`src/logic/dhps_pkg.sv`:
```
// package: states, carriers and constants of the dual-host port selector control
package dhps_pkg;

  localparam int unsigned PORT_A = 0;
  localparam int unsigned PORT_B = 1;
  localparam int unsigned PORT_D = 2;
  localparam int unsigned SPD_W  = 2;
  localparam int unsigned PIN_W  = 3;
  localparam int unsigned PIN_MODE = 0;
  localparam int unsigned PIN_SBSEL = 1;
  localparam int unsigned PIN_LRST = 2;

  localparam logic [SPD_W-1:0] MAX_SPEED_RST = 2'h3;
  localparam logic             SEL_RST       = 1'h0;
  localparam logic [2:0]       ONLINE_RST    = 3'h0;
  localparam logic [1:0]       TX_EN_RST     = 2'h0;

  typedef enum logic [3:0] {
    POWER_ON_RESET_STATE    = 4'h0,
    OUT_OF_BAND_SELECT_MODE_SELECT_STATE   = 4'h1,
    AWAIT_SELECTION_STATE   = 4'h2,
    INIT_FORWARD_BOTH_STATE = 4'h3,
    SELECT_HOST_STATE       = 4'h4,
    WAIT_COMM_STATE         = 4'h5,
    CHG_QUIESCE_STATE       = 4'h6,
    CHG_INIT_STATE          = 4'h7,
    CHG_ACTIVATE_STATE      = 4'h8,
    CHG_OPEN_STATE          = 4'h9,
    DEVICE_RESET_STATE      = 4'hA,
    HOST_RESET_STATE        = 4'hB
  } dhps_state_type;

  // out-of-band events from the three port phys, one-cycle pulses
  typedef struct packed {
    logic comreset_a;
    logic comreset_b;
    logic comwake_a;
    logic comwake_b;
    logic cominit_d;
  } dhps_oob_type;

  // per-port phy controls, bit index is PORT_A/PORT_B/PORT_D
  typedef struct packed {
    logic [2:0] online;
    logic [2:0] offline;
    logic [2:0] phy_reset_cmd;
  } dhps_phy_ctrl_type;

  typedef struct packed {
    dhps_state_type   state;
    logic             selected_host_port;
    logic [2:0]       online;
    logic [2:0]       phy_reset_cmd;
    logic [1:0]       host_tx_en;
    logic             fwd_en;
    logic             port_select_event;
    logic             linked;
    logic [SPD_W-1:0] max_negotiated_speed;
  } dhps_regs_type;

endpackage : dhps_pkg

```
`src/logic/dhps_ctrl.sv`:
```
// control state machine of the dual-host port selector
`timescale 1ns/1ps
`default_nettype none
module dhps_ctrl
  import dhps_pkg::*;
#(
  parameter logic                  ORDERLY_SWITCH = 1'h0,
  parameter logic [SPD_W-1:0]      MAX_SPEED      = MAX_SPEED_RST
) (
  input  wire logic                    CORE_CLK,
  input  wire logic                    RST_N,
  input  wire logic                    MODE_IN_BAND,
  input  wire logic                    OUT_OF_BAND_SELECT_MODE_SEL,
  input  wire logic                    LOCAL_RESET_REQ,
  input  wire dhps_pkg::dhps_oob_type  OOB_EVT,
  input  wire logic [1:0]              SEQ_DET,
  output dhps_pkg::dhps_phy_ctrl_type  PHY_CTRL,
  output logic [1:0]                   HOST_TX_EN,
  output logic                         FORWARD_EN,
  output logic                         SELECTED_HOST_PORT,
  output logic                         PORT_SELECT_EVENT,
  output logic [SPD_W-1:0]             MAX_NEGOTIATED_SPEED,
  output dhps_pkg::dhps_state_type     CTRL_STATE
);

  import dhps_pkg::*;

  ////////////////////////////////////////////////////////////////////////////
  // pin synchronisation and event decode

  logic [PIN_W-1:0] pin_s;
  dhps_regs_type    r;
  dhps_regs_type    n;
  logic             mode_ib;
  logic             sb_sel;
  logic             lrst;
  logic             comreset_sel;
  logic             host_a_oob;
  logic             host_b_oob;
  logic             sb_change;
  logic             seq_other;
  logic             change_req;
  logic             force_dev;
  logic             force_host;

  dhps_sync #(
    .W (PIN_W)
  ) u_pin_sync (
    .clk   (CORE_CLK),
    .d     ({LOCAL_RESET_REQ, OUT_OF_BAND_SELECT_MODE_SEL, MODE_IN_BAND}),
    .q     (pin_s)
  );

  assign mode_ib      = pin_s[PIN_MODE];
  assign sb_sel       = pin_s[PIN_SBSEL];
  assign lrst         = pin_s[PIN_LRST];
  assign comreset_sel = r.selected_host_port ? OOB_EVT.comreset_b : OOB_EVT.comreset_a;
  assign host_a_oob   = OOB_EVT.comreset_a | OOB_EVT.comwake_a;
  assign host_b_oob   = OOB_EVT.comreset_b | OOB_EVT.comwake_b;

  // side-band request only counts once a host has been linked
  assign sb_change  = !mode_ib && r.linked && (sb_sel != r.selected_host_port);
  assign seq_other  = r.selected_host_port ? SEQ_DET[PORT_A] : SEQ_DET[PORT_B];
  assign change_req = mode_ib ? seq_other : sb_change;

  // the await state decodes host oob itself, so the forced moves skip it
  assign force_dev  = comreset_sel
                      && (r.state != POWER_ON_RESET_STATE)
                      && (r.state != AWAIT_SELECTION_STATE);
  assign force_host = OOB_EVT.cominit_d && !force_dev
                      && (r.state != POWER_ON_RESET_STATE)
                      && (r.state != AWAIT_SELECTION_STATE)
                      && (r.state != DEVICE_RESET_STATE);

  ////////////////////////////////////////////////////////////////////////////
  // helpers

  function automatic dhps_regs_type init_regs(input logic sel);
    dhps_regs_type v;
    v                      = '0;
    v.state                = POWER_ON_RESET_STATE;
    v.selected_host_port   = sel;
    v.online               = ONLINE_RST;
    v.host_tx_en           = TX_EN_RST;
    v.max_negotiated_speed = MAX_SPEED;
    return v;
  endfunction : init_regs

  // after a change or a forced reset each mode returns to its own waiting state
  function automatic dhps_state_type settle_state(input logic ib);
    return ib ? WAIT_COMM_STATE : OUT_OF_BAND_SELECT_MODE_SELECT_STATE;
  endfunction : settle_state

  ////////////////////////////////////////////////////////////////////////////
  // next-state logic

  always_comb
  begin
    n                   = r;
    n.phy_reset_cmd     = 3'h0;
    n.port_select_event = mode_ib ? |SEQ_DET : sb_change;
    unique case (r.state)
      POWER_ON_RESET_STATE:
      begin
        n       = init_regs(SEL_RST);
        n.state = mode_ib ? AWAIT_SELECTION_STATE : OUT_OF_BAND_SELECT_MODE_SELECT_STATE;
      end
      OUT_OF_BAND_SELECT_MODE_SELECT_STATE:
      begin
        if (!r.linked)
        begin
          n.selected_host_port = sb_sel;
          n.online[PORT_D]     = 1'h1;
          n.fwd_en             = 1'h1;
          n.linked             = 1'h1;
          n.host_tx_en         = sb_sel ? 2'h2 : 2'h1;
          n.online[PORT_A]     = !sb_sel;
          n.online[PORT_B]     = sb_sel;
        end
        else if (change_req)
          n.state = CHG_QUIESCE_STATE;
      end
      AWAIT_SELECTION_STATE:
      begin
        if (host_a_oob)
        begin
          n.selected_host_port = 1'h0;
          n.state              = SELECT_HOST_STATE;
        end
        else if (host_b_oob)
        begin
          n.selected_host_port = 1'h1;
          n.state              = SELECT_HOST_STATE;
        end
        else if (OOB_EVT.cominit_d)
          n.state = INIT_FORWARD_BOTH_STATE;
      end
      INIT_FORWARD_BOTH_STATE:
      begin
        n.online[PORT_A]        = 1'h1;
        n.online[PORT_B]        = 1'h1;
        n.phy_reset_cmd[PORT_A] = 1'h1;
        n.phy_reset_cmd[PORT_B] = 1'h1;
        n.state                 = AWAIT_SELECTION_STATE;
      end
      SELECT_HOST_STATE:
      begin
        n.online[!r.selected_host_port]       = 1'h0;
        n.online[r.selected_host_port]        = 1'h1;
        n.online[PORT_D]                      = 1'h1;
        n.phy_reset_cmd[r.selected_host_port] = 1'h1;
        n.phy_reset_cmd[PORT_D]               = 1'h1;
        n.host_tx_en                          = r.selected_host_port ? 2'h2 : 2'h1;
        n.fwd_en                              = 1'h1;
        n.linked                              = 1'h1;
        n.state                               = WAIT_COMM_STATE;
      end
      WAIT_COMM_STATE:
      begin
        if (change_req)
          n.state = CHG_QUIESCE_STATE;
      end
      CHG_QUIESCE_STATE:
      begin
        n.host_tx_en                    = 2'h0;
        n.online[r.selected_host_port]  = 1'h0;
        n.fwd_en                        = 1'h0;
        n.selected_host_port            = !r.selected_host_port;
        n.state                         = CHG_INIT_STATE;
      end
      CHG_INIT_STATE:
      begin
        n = init_regs(r.selected_host_port);
        if (ORDERLY_SWITCH)
          n.online[PORT_D] = r.online[PORT_D];
        n.state = CHG_ACTIVATE_STATE;
      end
      CHG_ACTIVATE_STATE:
      begin
        n.online[r.selected_host_port] = 1'h1;
        n.online[PORT_D]               = 1'h1;
        n.host_tx_en                   = r.selected_host_port ? 2'h2 : 2'h1;
        n.state                        = CHG_OPEN_STATE;
      end
      CHG_OPEN_STATE:
      begin
        n.fwd_en = 1'h1;
        n.linked = 1'h1;
        n.state  = settle_state(mode_ib);
      end
      DEVICE_RESET_STATE:
      begin
        n.online[PORT_D]        = 1'h1;
        n.phy_reset_cmd[PORT_D] = 1'h1;
        n.state                 = settle_state(mode_ib);
      end
      HOST_RESET_STATE:
      begin
        n.phy_reset_cmd[r.selected_host_port] = 1'h1;
        n.state                               = settle_state(mode_ib);
      end
      default:
      begin
        n = init_regs(SEL_RST);
      end
    endcase
    // overrides, the side-band state relies on them for its reset exits
    if (force_dev)
      n.state = DEVICE_RESET_STATE;
    else if (force_host)
      n.state = HOST_RESET_STATE;
    // the local request is synchronised, so entry lags the pin by three edges
    if (lrst)
      n = init_regs(SEL_RST);
  end

  always_ff @(posedge CORE_CLK)
  begin
    if (!RST_N)
      r <= init_regs(SEL_RST);
    else
      r <= n;
  end

  ////////////////////////////////////////////////////////////////////////////
  // outputs

  assign PHY_CTRL = '{online        : r.online,
                      offline       : ~r.online,
                      phy_reset_cmd : r.phy_reset_cmd};
  assign HOST_TX_EN             = r.host_tx_en;
  assign FORWARD_EN             = r.fwd_en;
  assign SELECTED_HOST_PORT     = r.selected_host_port;
  assign PORT_SELECT_EVENT      = r.port_select_event;
  assign MAX_NEGOTIATED_SPEED   = r.max_negotiated_speed;
  assign CTRL_STATE             = r.state;
endmodule : dhps_ctrl
`default_nettype wire

```
`src/logic/dhps_sync.sv`:
```
// two-flop synchroniser for pins that come from outside the core clock
`timescale 1ns/1ps
`default_nettype none
module dhps_sync #(
  parameter int unsigned W = 1
) (
  input  wire logic         clk,
  input  wire logic [W-1:0] d,
  output logic      [W-1:0] q
);

  logic [W-1:0] meta_r;
  logic [W-1:0] sync_r;

  // meta_r feeds sync_r only; no reset on purpose, so the pin levels
  // have already settled when the core reset is released
  always_ff @(posedge clk)
  begin
    meta_r <= d;
    sync_r <= meta_r;
  end

  assign q = sync_r;

endmodule : dhps_sync
`default_nettype wire

```
`config.mk`:
```
export PLATFORM = sky130hd
export DESIGN_NAME = dhps_ctrl
export DESIGN_NICKNAME = d
export VERILOG_FILES = /design/src/logic/dhps_pkg.sv /design/src/logic/dhps_ctrl.sv /design/src/logic/dhps_sync.sv
export SDC_FILE = /design/constraint.sdc
export NUM_CORES = 1
export LEC_CHECK = 0
export ABC_AREA = 1
export BUFFER_PORTS_ARGS = -buffer_cell sky130_fd_sc_hd__buf_2
export CAP_MARGIN = 10
export CORE_ASPECT_RATIO = 0.8
export CORE_UTILIZATION = 55
export CTS_BUF_LIST = sky130_fd_sc_hd__clkbuf_4 sky130_fd_sc_hd__clkbuf_8
export DETAILED_ROUTE_END_ITERATION = 8
export GPL_TIMING_DRIVEN = 1
export PLACE_DENSITY = 0.85
export SETUP_SLACK_MARGIN = 0.4
export SYNTH_ARGS = -nofsm -noshare
export SYNTH_HDL_FRONTEND = slang
export SYNTH_SLANG_ARGS = --single-unit
```
`constraint.sdc`:
```
create_clock -name CORE_CLK -period 1.9 [get_ports CORE_CLK]
set_input_delay 0.475 -clock CORE_CLK [delete_from_list [all_inputs] [get_ports CORE_CLK]]
set_output_delay 0.475 -clock CORE_CLK [all_outputs]
set_load 0.01 [all_outputs]
```
==> summary.txt <==
Finish
  • Nets: 254
  • Layout area overhead: 14.8%
  • Footprint of the multi-input gates: 711 um2
  • Sequential cell area: 455 um2
  • N_diodes: 0
  • Finished Core Util: 0.699
  • Layout cells sized above 1: 0.241
  • # fillers: 193

Detailed routing
  • Met3 WL post-DR: 395 um
  • WL met2: 1290 um
  • ANT nets after route: 0
  • Routed length per instance: 12.1 um
  • # DRC: 3
  • Pre-antenna DRT Iters: 9
  • Routed via count: around 1400
  • Drt initial violations: roughly 110
  • Post-Route M1 WL: ~1500 um
  • Routed wire length: roughly 3200 um
  • Vias per cell: 5.28
  • Highest Signal Layer: met4

Pwr
  • Max VDD drop: between 0.5 and 0.6 mV
  • Gate power share: 0.310
  • Static Leak: 0.826 nW
  • Internal power: 861 uW
  • Sequential share of power: 0.412
  • Clock share of power: 0.278
  • Pwr per Cell Area: 835 mW/mm2
  • Sw Share: 0.339
  • Switching power: between 400 and 500 uW

Placement
  • Port Buffer Count: 29
  • DP Worst Slack: 0.397 ns
  • Hpwl dp: 2540 um
  • Gpl congestion: 1.01

Yosys
  • Ranking of synthesized cells by area: dfxtp_1 32%, nand2_1 15%, nor2_1 9.1%, nand3_1 8.5%, buf_4 7.7%
  • Number of synthesized register bits: 22
  • Yosys top cell by area: dfxtp_1
  • Synth warn: 0
  • Synthesized instance count: 218
  • Synth top area share: 0.324
  • Count of flip-flops with a built-in enable after synthesis: 0
  • Ys async rst share: 0
  • Mapped Area: 0.00136 mm2
  • Syn_area_per_cell: 6.23 um2
  • Netlist cell types: 25
  • Count leader, synth: nand2_1
  • Synth cell count leaders: 56 x nand2_1, 33 x nor2_1, 28 x inv_1, 23 x nand3_1, 22 x dfxtp_1
  • Most common flop cell mapped by yosys: dfxtp_1
  • Sequential fraction of the synthesis area: 0.324

STA
  • Setup TNS: 0 ns
  • Final WS setup: around 0.45 ns
  • Tmin final: around 1.4 ns
  • Post-route clock period utilization: 0.763
  • Skew final: approximately 0.012 ns
  • Fmax: between 0.6 and 0.7 GHz
  • RSZ-0062 raised after global routing: yes
  • Setup violators final: 0
  • Hold Violations, Final: 0
  • Max-slew violation count: 0

Global route
  • Vias in the first global route: around 1200
  • GRT overflow: 0
  • Initial antenna violation count: 0
  • All-Layer GR Usage: 0.271
  • Largest net degree at the start of global routing: 14
  • First-pass GRT wire length: 5290 um

Run
  • Max Cap Viol: 0

Die
  • Die H: 46.5 um
  • Core Region: 0.00223 mm2
  • Die area: 0.00267 mm2
  • Top-Level Pins: 32
  • Initial Util: 0.608
  • # rows: 15
  • Die width: 57.6 um

Setup path
  • Worst Setup Start Kind: register
  • Setup CP Type: reg -> out
  • Worst Path Arrival: 0.97 ns
  • Worst-path fanout max: 5
  • Worst endpoint required time: 1.42 ns
  • Crit end category: output port
  • R2R Setup Slk: roughly 0.45 ns

CTS
  • CTS buffer count: 3
  • TritonCTS clock tree: built
  • Worst skew pair latency: 0.32 ns
  • Sink Count: 22
  • # hold bufs at CTS: 0
  • H-tree Lvls: 1
  • Root buf cell: clkbuf_4
  • Longest Clk Path Bufs: 2
  • CTS clk-pin slew, worst paths: 0.13 ns

Status
  • Failing checks: DRC
  • Status: finished with violations

Hold path
  • Worst hold path type: in -> reg
final timing paths:
kind,startpoint,endpoint,cells after the start
setup / recovery,CTRL_STATE[2],CTRL_STATE[2],2
setup reg to reg,CTRL_STATE[3],CTRL_STATE[1],9
hold / removal,LOCAL_RESET_REQ,u_pin_sync.meta_r[2],1
hold reg to reg,u_pin_sync.meta_r[2],u_pin_sync.q[2],0
metrics by stage:
step | power (mW) | area, um2 | hold WS [ns] | instances
finish | 1.30 | 1560 | 0.244 | 266
floorplan | 0.838 | 1360 | 0.310 | 219
global route | 1.39 | 1560 | 0.209 | 266
detailed placement | 0.920 | 1450 | 0.314 | 261
CTS | 1.28 | 1510 | 0.240 | 265
global placement | 0.922 | 1450 | 0.312 | 261
placed cells by master, fill, tap and decap left out, drive strengths merged:
master	Yosys	final
o2111ai	1	1
clkbuf	0	3
inv	30	30
nand3	24	24
clkinv	1	1
bufinv	0	1
nor3	6	6
conb	1	2
o21bai	2	2
dfxtp	22	22
nand3b	1	1
o21ai	5	5
and3	1	1
o22ai	1	1
nor2	36	36
buf	16	34
a21oi	14	14
nand2	57	57
power by group through the flow:
stage          registers, mW  logic (mW)  clock network, mW
3_3_place_gp           0.541       0.381                  0
4_1_cts                0.532       0.383              0.365
5_1_grt                0.542       0.455              0.396
6_report               0.536       0.404              0.363
3_5_place_dp           0.541       0.379                  0
2_1_floorplan          0.533       0.305                  0
registers in the layout (all words and copies together) (netlist names):
register            cells
FORWARD_EN              1
CTRL_STATE              4
PORT_SELECT_EVENT       1
u_pin_sync.meta_r       3
r                       1
PHY_CTRL                6
u_pin_sync.q            3
HOST_TX_EN              2
SELECTED_HOST_PORT      1
cell type report:
cell class	instances	share of cell area
flip-flops and latches	22	0.292
clock buffers	3	0.0144
inverters	31	0.0754
clock inverters	1	0.0192
multi-input cells	150	0.455
repair buffers	34	0.123
well taps	25	0.0200
logic make-up after synthesis:
logic type             after synthesis  share of synthesized area
buffers and inverters               47                      0.176
AO/OA/AOI/OAI                       23                     0.0948
flip-flops                          22                      0.324
other                                1                    0.00276
AND/OR/NAND/NOR                    125                      0.402
layer usage:
metal,GRT usage,up-vias
li1,-,715
met1,0.390,589
met2,0.393,89
met3,0.0758,12
met4,0.0732,0
met5,0,-
what timing repair did:
action                                  CTS  global route
gates resized for setup                   6            12
pin swaps                                 1             1
buffers inserted                          0             1
endpoints found under the setup margin    5            13
worst max-delay path: stages, from the launching register on:
cell	delay, ns
dfxtp_4	0.42
buf_6	0.14
buf_6	0.10
No activity file was read; power rests on OpenSTA's default activity.
